**src/common/mag_seq_pkg.sv**
```systemverilog
// Operation
// - registers and ready pin defined within 0.5 ms of power-up
// - analog chain given 0.5 ms turn-on before any conversion
// - reset restores registers, mux channel, converter sequencer and bias current
// - device is only a bus slave at a 7-bit address, master controls
// - slave port serves standard and fast rates, never high-speed mode
// - master register accesses take priority over measurement activity
// - bias generator on and polarity chosen by measurement-configuration bits
// - continuous mode measures repeatedly at output rate, using config, gain, delay
// - between continuous measurements drop to idle-like state, mode bits unchanged
// - single mode is the power-up default mode
// - single mode measures once, updates outputs, then writes sleep code
// - idle disables converter, amplifier, sensor supply and bias, bus stays usable
// - registers retained in continuous, single and idle modes
// - sleep stops internal clock, only bus listening stays active
// - sleep still executes bus commands without leaving sleep
// - normal measurement: (reading after set minus reading after reset) / 2
// - bias self-test uses offset-strap current, no set/reset differencing
// - normal measurement is the reset-default configuration
// - gain, delay and rate apply alike to every configuration
// - after a reset pulse wait sensor turn-on before sampling
//
// shared constants and types of the magnetometer mode sequencer
// assumes a single 200 MHz core clock and a plain register port
package mag_seq_pkg;

	// ----------------------------------------
	// clock and timing
	// ----------------------------------------
	localparam int CLK_MHZ = 200;
	localparam int LOGIC_ON_US = 500;          // 0.5 ms
	localparam int ANALOG_ON_US = 500;         // 0.5 ms
	localparam int LOGIC_ON_CYC = LOGIC_ON_US * CLK_MHZ;
	localparam int ANALOG_ON_CYC = ANALOG_ON_US * CLK_MHZ;
	localparam int PULSE_CYC = 20;             // strap pulse width
	localparam int DELAY_STEP_CYC = 200;       // per delay code step
	localparam int GAP_BASE_CYC = 100000;      // gap at fastest rate
	localparam int CNT_W = 24;

	// ----------------------------------------
	// register offsets
	// ----------------------------------------
	localparam logic [3:0] OFS_CFG_A = 4'h0;
	localparam logic [3:0] OFS_CFG_B = 4'h1;
	localparam logic [3:0] OFS_MODE = 4'h2;
	localparam logic [3:0] OFS_X_MSB = 4'h3;
	localparam logic [3:0] OFS_X_LSB = 4'h4;
	localparam logic [3:0] OFS_Y_MSB = 4'h5;
	localparam logic [3:0] OFS_Y_LSB = 4'h6;
	localparam logic [3:0] OFS_Z_MSB = 4'h7;
	localparam logic [3:0] OFS_Z_LSB = 4'h8;
	localparam logic [3:0] OFS_STATUS = 4'h9;

	// ----------------------------------------
	// field positions and reset values
	// ----------------------------------------
	localparam int CFGA_MEAS_LSB = 0;          // meas_config_bits [1:0]
	localparam int CFGA_RATE_LSB = 2;          // rate bits [4:2]
	localparam int CFGB_DELAY_LSB = 0;         // delay_select_bits [2:0]
	localparam int CFGB_GAIN_LSB = 5;          // gain_select_bits [7:5]
	localparam int STAT_VALID_BIT = 0;
	localparam int STAT_BUSY_BIT = 1;
	localparam logic [7:0] CFG_A_RST = 8'h10;  // normal config, rate 4
	localparam logic [7:0] CFG_B_RST = 8'h20;  // gain 1, delay 0

	typedef enum logic [1:0] {
		MODE_CONT = 2'b00,
		MODE_SINGLE = 2'b01,
		MODE_IDLE = 2'b10,
		MODE_SLEEP = 2'b11
	} op_mode_t;

	typedef enum logic [1:0] {
		MEAS_NORMAL = 2'b00,
		MEAS_POS_BIAS = 2'b01,
		MEAS_NEG_BIAS = 2'b10,
		MEAS_RSVD = 2'b11
	} meas_cfg_t;

	localparam op_mode_t MODE_RST = MODE_SINGLE;

	// analog front end controls, travel together
	typedef struct packed {
		logic analog_en;       // converter, amplifier, mux
		logic sensor_supply;   // sensor_supply_pin drive
		logic bias_en;
		logic bias_neg;
		logic strap_set;
		logic strap_reset;
	} analog_ctl_t;

	localparam analog_ctl_t ANALOG_OFF = '0;

endpackage

```
**src/rtl/mag_mode_seq.sv**
```systemverilog
// mode sequencer, measurement sequencer and register file of the sensor
// results are differenced or biased samples, all axes committed at once
// assumes the bus protocol engine drives the register port on core_clk
// and the converter handshake (adc_start / adc_done) runs on core_clk too
// osc_run only hints; core_clk keeps running so bus access still works
`timescale 1ns/100ps
module mag_mode_seq import mag_seq_pkg::*; #(
	parameter int LOGIC_ON_CYCLES = LOGIC_ON_CYC,
	parameter int ANALOG_ON_CYCLES = ANALOG_ON_CYC,
	parameter int GAP_BASE_CYCLES = GAP_BASE_CYC,
	parameter logic [6:0] BUS_ADDR = 7'h2a   // arbitrary value
) (
	input wire logic core_clk,
	input wire logic rst_n,
	input wire logic [3:0] reg_addr,
	input wire logic [7:0] reg_wdata,
	input wire logic reg_wr,
	input wire logic reg_rd,
	output logic [7:0] reg_rdata,
	output logic [6:0] slave_addr,
	output logic adc_start,
	output logic [1:0] adc_chan,
	input wire logic adc_done,
	input wire logic [11:0] adc_data,
	output logic [2:0] gain_sel,
	output analog_ctl_t analog_ctl,
	output logic osc_run,
	output logic result_valid_pin
);

	// sequencer states; idle is also the resting state in sleep
	typedef enum logic [3:0] {
		ST_IDLE = 4'b0000,
		ST_POR = 4'b0001,
		ST_WARM = 4'b0010,
		ST_SET = 4'b0011,
		ST_SETTLE = 4'b0100,
		ST_CONV = 4'b0101,
		ST_WAIT = 4'b0110,
		ST_RST = 4'b0111,
		ST_COMMIT = 4'b1000,
		ST_GAP = 4'b1001
	} seq_state_t;

	// sequencer state, shared down-counter and axis/phase position
	seq_state_t state_r;
	logic [CNT_W-1:0] cnt_r;
	logic [1:0] axis_r;
	logic phase_r;
	// software-visible settings, kept in every mode
	logic [7:0] cfg_a_r;
	logic [7:0] cfg_b_r;
	op_mode_t mode_r;
	// committed results and the raw samples of the current pass
	logic [15:0] out_r [3];
	logic [11:0] set_r [3];
	logic [11:0] rst_r [3];
	logic valid_r;

	// ----------------------------------------
	// decoded settings
	// ----------------------------------------
	meas_cfg_t meas_cfg;
	logic [2:0] rate_code;
	logic [2:0] delay_code;
	logic is_bias;
	logic meas_mode;
	logic commit;
	logic data_rd;
	logic [CNT_W-1:0] settle_cyc;
	logic [CNT_W-1:0] gap_cyc;

	// fields pulled from the configuration registers
	assign meas_cfg = meas_cfg_t'(cfg_a_r[CFGA_MEAS_LSB +: 2]);
	assign rate_code = cfg_a_r[CFGA_RATE_LSB +: 3];
	assign delay_code = cfg_b_r[CFGB_DELAY_LSB +: 3];
	// reserved code falls back to normal measurement
	assign is_bias = (meas_cfg == MEAS_POS_BIAS) || (meas_cfg == MEAS_NEG_BIAS);
	assign meas_mode = (mode_r == MODE_CONT) || (mode_r == MODE_SINGLE);
	// results land only in a cycle without a bus read, never mid-access
	assign commit = (state_r == ST_COMMIT) && !reg_rd;
	// any read of a data register counts as taking the result
	assign data_rd = reg_rd && (reg_addr >= OFS_X_MSB) && (reg_addr <= OFS_Z_LSB);
	// sensor turn-on plus selected extra delay, same for all configs
	assign settle_cyc = CNT_W'(ANALOG_ON_CYCLES) + CNT_W'(delay_code) * CNT_W'(DELAY_STEP_CYC);
	// slower rate codes stretch the gap between measurements
	assign gap_cyc = CNT_W'(GAP_BASE_CYCLES) << (3'h7 - rate_code);

	// ----------------------------------------
	// measurement sequencer
	// ----------------------------------------
	// one pass: warm-up, three axis conversions after a set pulse and three after a reset pulse, or three with bias
	always_ff @(posedge core_clk) begin
		if (!rst_n) begin
			state_r <= ST_POR;
			cnt_r <= CNT_W'(LOGIC_ON_CYCLES);
			axis_r <= 2'h0;
			phase_r <= 1'b0;
		end else if (state_r != ST_POR && state_r != ST_IDLE && state_r != ST_COMMIT && !meas_mode) begin
			// idle or sleep written mid-measurement stops everything but a pending commit
			state_r <= ST_IDLE;
			cnt_r <= '0;
			axis_r <= 2'h0;
			phase_r <= 1'b0;
		end else begin
			case (state_r)
				// logic turn-on count, nothing is measured yet
				ST_POR: begin
					if (cnt_r <= CNT_W'(1)) begin
						state_r <= ST_IDLE;
					end else begin
						cnt_r <= cnt_r - CNT_W'(1);
					end
				end
				// resting state; a measuring mode starts a new pass
				ST_IDLE: begin
					if (meas_mode) begin
						state_r <= ST_WARM;
						cnt_r <= CNT_W'(ANALOG_ON_CYCLES);
					end
				end
				// analog chain powering up before any strap pulse
				ST_WARM: begin
					if (cnt_r <= CNT_W'(1)) begin
						phase_r <= 1'b0;
						axis_r <= 2'h0;
						if (is_bias) begin
							// no strap pulses in self-test
							state_r <= ST_SETTLE;
							cnt_r <= settle_cyc;
						end else begin
							state_r <= ST_SET;
							cnt_r <= CNT_W'(PULSE_CYC);
						end
					end else begin
						cnt_r <= cnt_r - CNT_W'(1);
					end
				end
				// strap pulse held for the pulse width
				ST_SET, ST_RST: begin
					if (cnt_r <= CNT_W'(1)) begin
						// wait sensor turn-on after every strap pulse
						state_r <= ST_SETTLE;
						cnt_r <= settle_cyc;
					end else begin
						cnt_r <= cnt_r - CNT_W'(1);
					end
				end
				// sensor turn-on plus the selected extra delay
				ST_SETTLE: begin
					if (cnt_r <= CNT_W'(1)) begin
						state_r <= ST_CONV;
					end else begin
						cnt_r <= cnt_r - CNT_W'(1);
					end
				end
				// one start pulse per axis
				ST_CONV: begin
					state_r <= ST_WAIT;
				end
				// next axis, then the reset phase unless biased, then commit
				ST_WAIT: begin
					if (adc_done) begin
						if (axis_r != 2'h2) begin
							axis_r <= axis_r + 2'h1;
							state_r <= ST_CONV;
						end else if (!phase_r && !is_bias) begin
							axis_r <= 2'h0;
							phase_r <= 1'b1;
							state_r <= ST_RST;
							cnt_r <= CNT_W'(PULSE_CYC);
						end else begin
							state_r <= ST_COMMIT;
						end
					end
				end
				// held until a cycle without a bus read
				ST_COMMIT: begin
					if (commit) begin
						axis_r <= 2'h0;
						phase_r <= 1'b0;
						if (mode_r == MODE_CONT) begin
							state_r <= ST_GAP;
							cnt_r <= gap_cyc;
						end else begin
							state_r <= ST_IDLE;
						end
					end
				end
				// low-current pause between continuous passes
				ST_GAP: begin
					if (cnt_r <= CNT_W'(1)) begin
						state_r <= ST_WARM;
						cnt_r <= CNT_W'(ANALOG_ON_CYCLES);
					end else begin
						cnt_r <= cnt_r - CNT_W'(1);
					end
				end
				// unused codes recover to idle
				default: begin
					state_r <= ST_IDLE;
				end
			endcase
		end
	end

	// ----------------------------------------
	// converter handshake and sample capture
	// ----------------------------------------
	// start pulse one cycle per axis, mux follows the axis counter
	always_ff @(posedge core_clk) begin
		if (!rst_n) begin
			adc_start <= 1'b0;
			adc_chan <= 2'h0;
		end else begin
			adc_start <= (state_r == ST_CONV);
			// mux channel tracks the axis being converted
			adc_chan <= axis_r;
		end
	end

	// readings after set (or with bias) and after reset
	// a done pulse outside a wait is ignored
	always_ff @(posedge core_clk) begin
		if (!rst_n) begin
			for (int i = 0; i < 3; i++) begin
				set_r[i] <= 12'h000;
				rst_r[i] <= 12'h000;
			end
		end else if (state_r == ST_WAIT && adc_done) begin
			if (phase_r) begin
				rst_r[axis_r] <= adc_data;
			end else begin
				set_r[axis_r] <= adc_data;
			end
		end
	end

	// ----------------------------------------
	// output data registers
	// ----------------------------------------
	// all three axes load in one cycle
	always_ff @(posedge core_clk) begin
		if (!rst_n) begin
			for (int i = 0; i < 3; i++) begin
				out_r[i] <= 16'h0000;
			end
		end else if (commit) begin
			for (int i = 0; i < 3; i++) begin
				if (is_bias) begin
					out_r[i] <= {{4{set_r[i][11]}}, set_r[i]};
				end else begin
					out_r[i] <= half_diff(set_r[i], rst_r[i]);
				end
			end
		end
	end

	// signed (set - reset) / 2, 13-bit difference keeps the carry
	// sign of the word comes from the difference, not from the set sample
	function automatic logic [15:0] half_diff(input logic [11:0] a, input logic [11:0] b);
		logic [12:0] d;
		d = {a[11], a} - {b[11], b};
		return {{4{d[12]}}, d[12:1]};
	endfunction

	// ready flag: new result sets, data read clears, set wins
	// status reads leave it alone
	always_ff @(posedge core_clk) begin
		if (!rst_n) begin
			valid_r <= 1'b0;
		end else if (commit) begin
			valid_r <= 1'b1;
		end else if (data_rd) begin
			valid_r <= 1'b0;
		end
	end

	// ----------------------------------------
	// configuration and mode registers
	// ----------------------------------------
	// bus writes served every cycle, in every mode including sleep
	// only reset reloads them, no mode change clears them
	always_ff @(posedge core_clk) begin
		if (!rst_n) begin
			cfg_a_r <= CFG_A_RST;
			cfg_b_r <= CFG_B_RST;
			mode_r <= MODE_RST;
		end else begin
			if (reg_wr && reg_addr == OFS_CFG_A) begin
				cfg_a_r <= reg_wdata;
			end
			if (reg_wr && reg_addr == OFS_CFG_B) begin
				cfg_b_r <= reg_wdata;
			end
			// a master write to the mode register beats the sleep update
			if (reg_wr && reg_addr == OFS_MODE) begin
				mode_r <= op_mode_t'(reg_wdata[1:0]);
			end else if (commit && mode_r == MODE_SINGLE) begin
				mode_r <= MODE_SLEEP;
			end
		end
	end

	// ----------------------------------------
	// register read port
	// ----------------------------------------
	// data one cycle after the strobe, unmapped reads give zero
	always_ff @(posedge core_clk) begin
		if (!rst_n) begin
			reg_rdata <= 8'h00;
		end else if (!reg_rd) begin
			reg_rdata <= 8'h00;
		end else if (reg_addr == OFS_CFG_A) begin
			reg_rdata <= cfg_a_r;
		end else if (reg_addr == OFS_CFG_B) begin
			reg_rdata <= cfg_b_r;
		end else if (reg_addr == OFS_MODE) begin
			reg_rdata <= {6'h00, mode_r};
		end else if (reg_addr == OFS_X_MSB) begin
			reg_rdata <= out_r[0][15:8];
		end else if (reg_addr == OFS_X_LSB) begin
			reg_rdata <= out_r[0][7:0];
		end else if (reg_addr == OFS_Y_MSB) begin
			reg_rdata <= out_r[1][15:8];
		end else if (reg_addr == OFS_Y_LSB) begin
			reg_rdata <= out_r[1][7:0];
		end else if (reg_addr == OFS_Z_MSB) begin
			reg_rdata <= out_r[2][15:8];
		end else if (reg_addr == OFS_Z_LSB) begin
			reg_rdata <= out_r[2][7:0];
		end else if (reg_addr == OFS_STATUS) begin
			// bit 0 new data, bit 1 sequencer busy
			reg_rdata <= 8'h00 | (8'(valid_r) << STAT_VALID_BIT) | (8'(state_r != ST_IDLE) << STAT_BUSY_BIT);
		end else begin
			reg_rdata <= 8'h00;
		end
	end

	// ----------------------------------------
	// analog, strap, clock and pin controls
	// ----------------------------------------
	// front end powered only inside a measurement pass
	always_ff @(posedge core_clk) begin
		if (!rst_n) begin
			analog_ctl <= ANALOG_OFF;
			gain_sel <= 3'h0;
			osc_run <= 1'b1;
			slave_addr <= 7'h00;
			result_valid_pin <= 1'b0;
		end else begin
			// off in idle, gap and sleep; warm-up through commit on
			analog_ctl.analog_en <= !(state_r inside {ST_POR, ST_IDLE, ST_GAP});
			analog_ctl.sensor_supply <= !(state_r inside {ST_POR, ST_IDLE, ST_GAP});
			analog_ctl.bias_en <= is_bias && !(state_r inside {ST_POR, ST_IDLE, ST_GAP});
			// polarity only shown while the generator is on
			analog_ctl.bias_neg <= (meas_cfg == MEAS_NEG_BIAS) && !(state_r inside {ST_POR, ST_IDLE, ST_GAP});
			// strap drives follow the pulse states one cycle late
			analog_ctl.strap_set <= (state_r == ST_SET);
			analog_ctl.strap_reset <= (state_r == ST_RST);
			// gain follows its bits one cycle late, ungated by state
			gain_sel <= cfg_b_r[CFGB_GAIN_LSB +: 3];
			// timing clock may stop once asleep and idle
			osc_run <= !(mode_r == MODE_SLEEP && state_r == ST_IDLE);
			// fixed 7-bit address for the external slave engine
			// the slave engine runs standard and fast rates only
			slave_addr <= BUS_ADDR;
			result_valid_pin <= valid_r;
		end
	end

endmodule

```
**config.mk**
```make
export PLATFORM = sky130hd
export DESIGN_NAME = mag_mode_seq
export DESIGN_NICKNAME = d
export VERILOG_FILES = /design/src/common/mag_seq_pkg.sv /design/src/rtl/mag_mode_seq.sv
export SDC_FILE = /design/constraint.sdc
export NUM_CORES = 1
export LEC_CHECK = 0
export ABC_CLOCK_PERIOD_IN_PS = 8140
export BUFFER_PORTS_ARGS = -buffer_cell sky130_fd_sc_hd__buf_4
export CAP_MARGIN = 20
export CORE_MARGIN = 5
export CORE_UTILIZATION = 63
export CTS_BUF_LIST = sky130_fd_sc_hd__clkbuf_8
export CTS_CLUSTER_DIAMETER = 30
export CTS_CLUSTER_SIZE = 20
export DETAILED_ROUTE_END_ITERATION = 12
export GPL_TIMING_DRIVEN = 0
export PLACE_DENSITY = 0.82
export SYNTH_ARGS = -nofsm -noshare
export SYNTH_HDL_FRONTEND = slang
export SYNTH_SLANG_ARGS = --single-unit
```
**constraint.sdc**
```tcl
create_clock -name core_clk -period 8.14 [get_ports core_clk]
set_input_delay 1.221 -clock core_clk [delete_from_list [all_inputs] [get_ports core_clk]]
set_output_delay 1.221 -clock core_clk [all_outputs]
set_load 0.02 [all_outputs]
```
==> impl_results.md, run 1 <==
* Yosys top cell area share at 0.3067
* Post-cts hold buffer count at 0
* DP HPWL at 21610 µm
* Clock Skew at 0.01550 ns
* Largest net degree at the start of global routing at 21
* Status: finished clean
* Diode count at 0
* 1st-iter DRT viols at 1198
* Total power at 2.510 mW
* Critical path type: primary input to register
* Post-Synthesis Cell Area at 10580 µm²
* Gr usage total at 0.2922
* H-tree Lvls at 4
* Nets@finish at 1307
* Fillers at 1268
* Synth top area cells: edfxtp_1 (31%), dfxtp_1 (14%), ha_1 (5.8%), and2_1 (5.2%), a21oi_1 (4.2%)
* Layout Area Growth over Synthesis at 11.02%
* Worst EP required at 8.37 ns
* Warnings from Yosys at 0
* Routed vias at 8976
* Sequential element share of the synthesized area at 0.4430
* Syn Area/Cell at 9.204 µm²
* CTS tree: built
* Clock Sink Count at 180
* Grt ovf at 0
* Drt wl/cell at 19.64 µm
* RSZ-0062 raised after global routing: no
* Input/output buffers at 51
* Pre-antenna DRT Iters at 7
* WHS at 0.4869 ns
* Max Clk Rate at 0.2639 GHz
* Post-synth EDFFs at 108
* FF+latch count, synth at 180
* Layout cell share with drive strength beyond 1 at 0.09766
* Worst-path maximum fanout at 10
* Final Hold Viols at 0
* Pins Over Slew Limit at 0
* Lkg Pwr at 4.813 nW
* Die Ht at 139.6 µm
* CORE AREA at 16520 µm²
* Initial Utilization at 0.6400
* Die X at 139.6 µm
* Post-layout min period at 3.789 ns
* Async SR Flop Fraction at 0
* Reg clk slew, reported paths at 0.09 ns
* Inserted Clock Buffers at 17
* Final core utilization at 0.7105
* Most used DFF post-synth: edfxtp_1
* Leading post-synthesis cells by instance count: edfxtp_1 (108), a21oi_1 (89), and2_1 (88), nand2_1 (81), nor2_1 (80)
* # rows at 47
* Final worst slack at 4.351 ns
* CP arrival at 4.02 ns
* Post-detailed-route DRC marker count at 0
* Dominant cell type by area after synthesis: edfxtp_1
* Worst vdd ir at 128.2 µV
* Max Cap Violations at 0
* Mapped Cells at 1149
* Total Wirelength at 28650 µm
* Synth unique cells at 73
* GP Congestion at 0.9569
* Min-delay worst type: register to register
* Critical path capture point type: register
* Max Root-Sink Buffers at 2
* I/O Pins at 58
* First-pass GRT wire length at 45000 µm
* Post-route ant nets at 0
* Pwr dens at 213.8 nW/µm²
* Final setup viols at 0
* Worst slew pin tran at 0.9593 ns
* Clock Latency Late Sink at 0.47 ns
* Startpoint types: primary input
* Cts repair resizes at 0
* Worst slack, placed at 3.947 ns
* Slew margin rel. at 0.3562
* Setup TNS Final at 0 ns
* Most frequent cell after synthesis: edfxtp_1
* Initial antenna violation count at 0
* Setup Buffers After CTS at 0
* Die footprint at 19480 µm²
* Vias per cell at 6.152
* CTS root buffer: clkbuf_8
* Fin crit share at 0.4655
* Number of global-route vias before repair at 8381
## cells in the final DEF, fill, tap and decap left out, drive strengths merged, types with 49 or more instances in the layout
master,instances
nor2,81
buf,70
a21oi,89
inv,73
dfxtp,72
nand2,81
o21ai,81
edfxtp,108
ha,49
and2,89
clkbuf,66
## state kept, by name, indices dropped and copies added, names as in the netlist, 2 cells and up
register / count
rst_r: 36
cnt_r: 24
reg_rdata: 8
state_r: 4
mode_r: 2
cfg_b_r: 8
gain_sel: 3
analog_ctl: 5
cfg_a_r: 8
adc_chan: 2
axis_r: 2
set_r: 36
out_r: 36
## final cells by class
| type | count | area, µm² | share of cell area |
|---|---|---|---|
| tap | 220 | 275.3 | 0.02345 |
| buffer | 64 | 279.0 | 0.02377 |
| clock buffer | 17 | 234.0 | 0.01993 |
| sequential | 180 | 4684 | 0.3990 |
| timing repair buffer | 55 | 415.4 | 0.03538 |
| multi-input combinational | 840 | 5371 | 0.4575 |
| clock inverter | 15 | 225.2 | 0.01918 |
| inverter | 68 | 255.2 | 0.02174 |
## critical path, cell delays in order
cell	delay (ns)
buf_4	0.13
clkbuf_1	0.45
clkbuf_1	0.67
clkbuf_1	0.68
o21ai_0	0.55
buf_4	0.31
## power breakdown
part           switching [mW]  internal [mW]
Combinational           0.457          0.264
Clock                   0.344          0.368
Sequential             0.0473           1.03
Total                   0.848           1.66
## path summary, 6_finish.rpt
| kind | from | to | slack (ns) | depth (start not counted) |
|---|---|---|---|---|
| worst max-delay path | rst_n | rst_r[2][7] | 4.35 | 6 |
| worst min-delay path | cnt_r[7] | cnt_r[7] | 0.49 | 2 |
| worst max register to register | cfg_a_r[0] | cnt_r[7] | 4.81 | 12 |
| worst min register to register | cnt_r[7] | cnt_r[7] | 0.49 | 2 |
## through the flow
stage / cell area [µm²] / std cells
after floorplan: 10590 / 1152
after global placement: 11240 / 1423
after detailed placement: 11280 / 1427
after CTS: 11740 / 1459
after global routing: 11740 / 1459
final: 11740 / 1459
## logic make-up (layout without fill, tap and decap cells)
logic type | count (synthesis) | after routing | share of synthesized area
and+or+nand+nor | 465 | 465 | 0.2366
AOI/OAI and AO/OA | 262 | 262 | 0.1518
DFF | 180 | 180 | 0.4430
buffers and inverters | 132 | 219 | 0.05052
adders and majority gates | 52 | 52 | 0.06365
muxes | 35 | 35 | 0.03585
xor gates and xnor gates | 22 | 22 | 0.01822
other | 1 | 4 | 0.0003546
## per-layer routing
| layer | global-route usage | wire, µm | up-vias | part of all wire |
|---|---|---|---|---|
| li1 | - | - | 4252 | - |
| met1 | 0.3771 | 11690 | 4175 | 0.41 |
| met2 | 0.4827 | 13560 | 461 | 0.47 |
| met3 | 0.04871 | 2064 | 88 | 0.072 |
| met4 | 0.1382 | 1328 | 0 | 0.046 |
| met5 | 0 | 0 | - | 0 |
(Power assumes the default switching activity.)
==> inputs of run 2 (changes only) <==
--- a/config.mk
+++ b/config.mk
@@ -5,7 +5,8 @@
 export SDC_FILE = /design/constraint.sdc
 export NUM_CORES = 1
 export LEC_CHECK = 0
-export ABC_CLOCK_PERIOD_IN_PS = 8140
+export ABC_AREA = 1
+export ABC_CLOCK_PERIOD_IN_PS = 3650
 export BUFFER_PORTS_ARGS = -buffer_cell sky130_fd_sc_hd__buf_4
 export CAP_MARGIN = 20
 export CORE_MARGIN = 5
==> constraint.sdc (replaced) <==
create_clock -name core_clk -period 3.65 [get_ports core_clk]
set_input_delay 0.5475 -clock core_clk [delete_from_list [all_inputs] [get_ports core_clk]]
set_output_delay 0.5475 -clock core_clk [all_outputs]
set_load 0.02 [all_outputs]
==> run 2 against run 1 <==
  * Clock power is 110% higher
  * Sequential power is 120% higher
  * Hold slack worse by 0.30 ns
  * Global-route usage is 0.63 points lower
  * Die area is 0.25% lower
  * Area after synthesis is 0.27% lower
  * Critical path type unchanged
  * Largest power group unchanged
  * Highest routed layer unchanged
==> impl_results.md, run 2 <==
* Placement-stage cell area at 11230 µm²
* Setup TNS Final at 0 ns
* GP Congestion at 0.9762
* Post-route ant nets at 0
* Vias per cell at 5.657
* Inserted Clock Buffers at 17
* Leading post-synthesis cells by instance count: nand2_1 (342), nor2_1 (184), inv_1 (182), edfxtp_1 (108), a21oi_1 (84)
* Max Cap Violations at 0
* Largest net degree at the start of global routing at 25
* Initial antenna violation count at 0
* Layout cell share with drive strength beyond 1 at 0.1020
* Post-Synthesis Cell Area at 10550 µm²
* Mapped Cells at 1382
* Initial Utilization at 0.6382
* Final core utilization at 0.7068
* Placed insts at 1658
* Worst EP required at 3.75 ns
* Worst hold stages at 1
* Post-layout min period at 2.963 ns
* Most frequent cell after synthesis: nand2_1
* Crit path from: rst_n
* Top Layer Used: met4
* 1st-iter DRT viols at 1016
* Startpoint types: primary input
* WHS at 0.1913 ns
* Input/output buffers at 53
* RSZ-0062 raised after global routing: no
* Pre-antenna DRT Iters at 6
* DRT met1 WL at 12710 µm
* # rows at 47
* Synth unique cells at 51
* Worst R2R End: rst_r[2][6]
* H-tree Lvls at 4
* Max Clk Rate at 0.3375 GHz
* Pins Over Slew Limit at 0
* CP arrival at 3.07 ns
* Gr usage total at 0.2860
* Warnings from Yosys at 0
* Final setup viols at 0
* Multi-input gate area at 4941 µm²
* Synth top area cells: edfxtp_1 (31%), dfxtp_1 (14%), nand2_1 (12%), nor2_1 (6.5%), inv_1 (6.5%)
* Hold path startpoint: rst_n
* First-pass GRT wire length at 44210 µm
* FF+latch count, synth at 180
* Post-cts hold buffer count at 0
* Die footprint at 19430 µm²
* DP HPWL at 21670 µm
* Post-detailed-route DRC marker count at 0
* Setup Buffers After CTS at 0
* Total Wirelength at 27830 µm
* Critical path capture point type: register
* CTS tree: built
* Layout Area Growth over Synthesis at 10.75%
* Most frequent cells in the layout: nand2_1 (342), nor2_1 (184), inv_1 (182)
* Final worst slack at 0.6875 ns
* CTS root buffer: clkbuf_8
* Number of global-route vias before repair at 8486
* Post-synth EDFFs at 108
* Fin cells at 1690
* Top Registers: out_r: 36 flops, rst_r: 36 flops, set_r: 36 flops
* Grt ovf at 0
* Commonest non-fill, non-tap cell in the layout: nand2_1
* Routed vias at 9560
* Worst-path maximum fanout at 12
* Yosys top cell area share at 0.3075
* Slew margin rel. at 0.3621
* Worst slew pin tran at 0.9545 ns
* R2R Setup Slk at 0.75 ns
* Async SR Flop Fraction at 0
* Met3 Routed Length at 2729 µm
* Worst slack, placed at 0.3117 ns
* Reg clk slew, reported paths at 0.09 ns
* Critical path type: primary input to register
* Hold Path End: slave_addr[3]
* Fin crit share at 0.8117
* Sequential element share of the synthesized area at 0.4442
* Die Ht at 139.4 µm
* Final instance area at 11680 µm²
* Nets@finish at 1538
* Die X at 139.4 µm
* Cts repair resizes at 0
* Register-to-Register Path Depth at 7
* Clock Sink Count at 180
* Clock Latency Late Sink at 0.47 ns
* Total power at 5.642 mW
* Fillers at 1389
* CORE AREA at 16520 µm²
* Drt wl/cell at 16.47 µm
* Diode count at 0
* Status: finished clean
* Pwr dens at 483.0 nW/µm²
* I/O Pins at 58
* Total length of routed met2 wires at 11990 µm
* Worst vdd ir at 421.3 µV
* Dominant cell type by area after synthesis: edfxtp_1
* FF/Latch Area at 4684 µm²
* Most used DFF post-synth: edfxtp_1
* Syn Area/Cell at 7.631 µm²
* Lkg Pwr at 5.461 nW
* Clock Skew at 0.01751 ns
* Origin of the critical flop-to-flop path: state_r[1]
* Max Root-Sink Buffers at 2
* Min-delay worst type: primary input to register
* Final Hold Viols at 0
-- run 2: how the worst max path moves through the flow --
stage                  end  slack [ns]
5_1_grt        rst_r[2][6]        0.63
4_1_cts        rst_r[2][6]        0.78
3_5_place_dp   rst_r[2][8]        0.31
3_3_place_gp   rst_r[2][7]        0.40
2_1_floorplan  rst_r[0][0]        1.31
6_report       rst_r[2][6]        0.69
-- run 2: layout make-up --
type / count / area share
clock buffer: 17 / 0.02003
tap: 220 / 0.02357
inverter: 200 / 0.06438
multi-input combinational: 972 / 0.4230
sequential: 180 / 0.4011
timing repair buffer: 53 / 0.03407
clock inverter: 15 / 0.01843
buffer: 33 / 0.01543
-- run 2: layer usage --
| metal | vias up | global-route usage |
|---|---|---|
| met1 | 4354 | 0.4384 |
| met4 | 0 | 0.06849 |
| met2 | 510 | 0.4333 |
| met3 | 41 | 0.03636 |
| li1 | 4655 | - |
| met5 | - | 0 |
-- run 2: cell families after synthesis --
kind of cell	Yosys count	synth area share
AO/OA/AOI/OAI	216	0.1123
XOR/XNOR	28	0.02325
adder cells (fa/ha/maj)	52	0.06383
buffers and inverters	233	0.08838
flip-flops	180	0.4442
other	1	0.0003556
AND/OR/NAND/NOR	672	0.2676
-- run 2: critical path, stage by stage --
cell and delay, ns:
buf_4 0.08, buf_2 0.19, clkinv_1 0.35, nor4_1 0.80
nand2_1 0.31, clkbuf_1 0.32, nand2_1 0.47
-- run 2: power breakdown --
group | internal [mW] | total (mW) | switching, mW
clock | 0.789 | 1.53 | 0.737
combinational | 0.568 | 1.71 | 1.15
sequential | 2.28 | 2.40 | 0.120
total | 3.64 | 5.64 | 2.00
==> inputs of run 3 (changes only) <==
--- a/config.mk
+++ b/config.mk
@@ -6,7 +6,7 @@
 export NUM_CORES = 1
 export LEC_CHECK = 0
 export ABC_AREA = 1
-export ABC_CLOCK_PERIOD_IN_PS = 3650
+export ABC_CLOCK_PERIOD_IN_PS = 2940
 export BUFFER_PORTS_ARGS = -buffer_cell sky130_fd_sc_hd__buf_4
 export CAP_MARGIN = 20
 export CORE_MARGIN = 5
==> constraint.sdc (replaced) <==
create_clock -name core_clk -period 2.94 [get_ports core_clk]
set_input_delay 0.441 -clock core_clk [delete_from_list [all_inputs] [get_ports core_clk]]
set_output_delay 0.441 -clock core_clk [all_outputs]
set_load 0.02 [all_outputs]
==> run 3 against run 2 <==
  * Register-to-register slack lost 0.59 ns
  * Clock power rose by 24%
  * Count of clock-buffer cells in the layout unchanged
  * Flip-flop and latch count is the same
  * Cell count is the same
  * Critical path depth unchanged
  * Worst setup slack got worse by 0.53 ns
  * Clock skew is 0.0019 ns lower
  * Largest cell class unchanged
  * Highest routed layer unchanged
==> impl_results.md, run 3 (synthesis results as in run 2) <==
* Die X at 139.4 µm
* Sw power at 2.491 mW
* Sw Share at 0.3555
* Input/output buffers at 53
* Commonest non-fill, non-tap cell in the layout: nand2_1
* R2R Setup Slk at 0.16 ns
* Worst-path maximum fanout at 12
* Total power at 7.008 mW
* Clock Sink Count at 180
* # rows at 47
* Origin of the critical flop-to-flop path: state_r[1]
* Startpoint types: register
* Diode count at 0
* RSZ-0062 raised after global routing: no
* Drt wl/cell at 16.47 µm
* Layout cell share with drive strength beyond 1 at 0.1027
* First-pass GRT wire length at 44210 µm
* I/O Pins at 58
* Initial Utilization at 0.6382
* Setup Buffers After CTS at 0
* Hold Path End: slave_addr[3]
* Combinational Power Share at 0.304
* Final setup viols at 0
* FF/Latch Area at 4684 µm²
* Total Wirelength at 27830 µm
* Reg clk slew, reported paths at 0.09 ns
* Fillers at 1389
* Critical path capture point type: register
* Inserted Clock Buffers at 17
* Clock Skew at 0.01560 ns
* Max Clk Rate at 0.3599 GHz
* Fin crit share at 0.9452
* Pre-antenna DRT Iters at 6
* Grt ovf at 0
* Min-delay worst type: primary input to register
* 1st-iter DRT viols at 1035
* Die footprint at 19430 µm²
* Fin cells at 1690
* Die Ht at 139.4 µm
* Int Pwr at 4.516 mW
* Critical path type: register to register
* Final instance area at 11690 µm²
* CTS tree: built
* Most frequent cells in the layout: nand2_1 (342), nor2_1 (184), inv_1 (182)
* Layout Area Growth over Synthesis at 10.81%
* Worst slew pin tran at 0.9605 ns
* Post-route ant nets at 0
* Worst EP required at 3.04 ns
* Post-detailed-route DRC marker count at 0
* Gr usage total at 0.2860
* Number of global-route vias before repair at 8486
* Initial antenna violation count at 0
* Pins Over Slew Limit at 0
* CORE AREA at 16520 µm²
* WHS at 0.08623 ns
* Vias per cell at 5.639
* GP Congestion at 0.9762
* Clock Latency Late Sink at 0.47 ns
* Max Root-Sink Buffers at 2
* Placement-stage cell area at 11230 µm²
* CTS root buffer: clkbuf_8
* Lkg Pwr at 5.461 nW
* Post-layout min period at 2.779 ns
* Pwr dens at 599.7 nW/µm²
* H-tree Lvls at 4
* Max Cap Violations at 0
* Setup TNS Final at 0 ns
* Nets@finish at 1538
* Clk pwr share at 0.271
* Register-to-Register Path Depth at 7
* CP arrival at 2.88 ns
* Worst hold stages at 1
* Hold path startpoint: rst_n
* Multi-input gate area at 4947 µm²
* Crit path from: state_r[1]
* Status: finished clean
* Largest net degree at the start of global routing at 25
* DP HPWL at 21670 µm
* Routed vias at 9530
* Placed insts at 1658
* Final Hold Viols at 0
* Worst R2R End: set_r[2][6]
* Slew margin rel. at 0.3581
* Top Registers: out_r: 36 flops, rst_r: 36 flops, set_r: 36 flops
* Worst vdd ir at 523.5 µV
* Reg power frac at 0.426
run 3: cell counts in the layout (fill, tap and decap cells not counted):
No cell type changed its count.
run 3: worst max-delay path, cell delays in order (launching register included):
cell and delay [ns]:
dfxtp_1 0.45, inv_2 0.10, nor2_2 0.14, nand2_2 0.14, nor4_1 0.57, nand2_1 0.28, clkbuf_1 0.29, nand2_1 0.45
run 3: per-stage QoR:
| step | setup WS [ns] | util |
|---|---|---|
| 6_report | 0.1611 | 0.7072 |
| 5_1_grt | 0.07364 | 0.7072 |
| 4_1_cts | 0.1341 | 0.7068 |
| 3_5_place_dp | -0.2918 | 0.6796 |
| 3_3_place_gp | -0.2017 | 0.6796 |
| 2_1_floorplan | 0.7081 | - |
run 3: what timing repair did:
action | CTS | global route
resized for setup | 0 | 1
hold buffers | 0 | 0
endpoints found under the setup margin | 0 | 12
run 3: routing by layer:
metal / global-route usage / up-vias / routed length [µm]
met5: 0 / - / 0
met4: 0.06849 / 0 / 316
met1: 0.4384 / 4375 / 12750
met2: 0.4333 / 470 / 12110
met3: 0.03636 / 32 / 2651
li1: - / 4653 / -
run 3: area by class of cell:
type                            count  share of cell area
Multi-Input combinational cell    972              0.4233
Timing Repair Buffer               53             0.03405
Clock buffer                       17             0.02002
Clock inverter                     15             0.01842
Tap cell                          220             0.02355
Inverter                          200             0.06435
Buffer                             33             0.01542
Sequential cell                   180              0.4009
run 3: worst max path at each step:
stage,to,depth (start not counted)
2_1_floorplan,rst_r[0][0],6
3_3_place_gp,rst_r[2][7],7
3_5_place_dp,rst_r[2][8],7
4_1_cts,rst_r[2][6],7
5_1_grt,set_r[2][6],7
6_report,set_r[2][6],7
run 3: power by group through the flow:
stage	Sequential [mW]	Clock, mW	Combinational, mW
2_1_floorplan	3.01	0	1.55
3_3_place_gp	3.03	0	2.03
3_5_place_dp	3.03	0	2.07
4_1_cts	2.97	1.92	2.09
5_1_grt	3.00	2.02	2.37
6_report	2.98	1.90	2.13
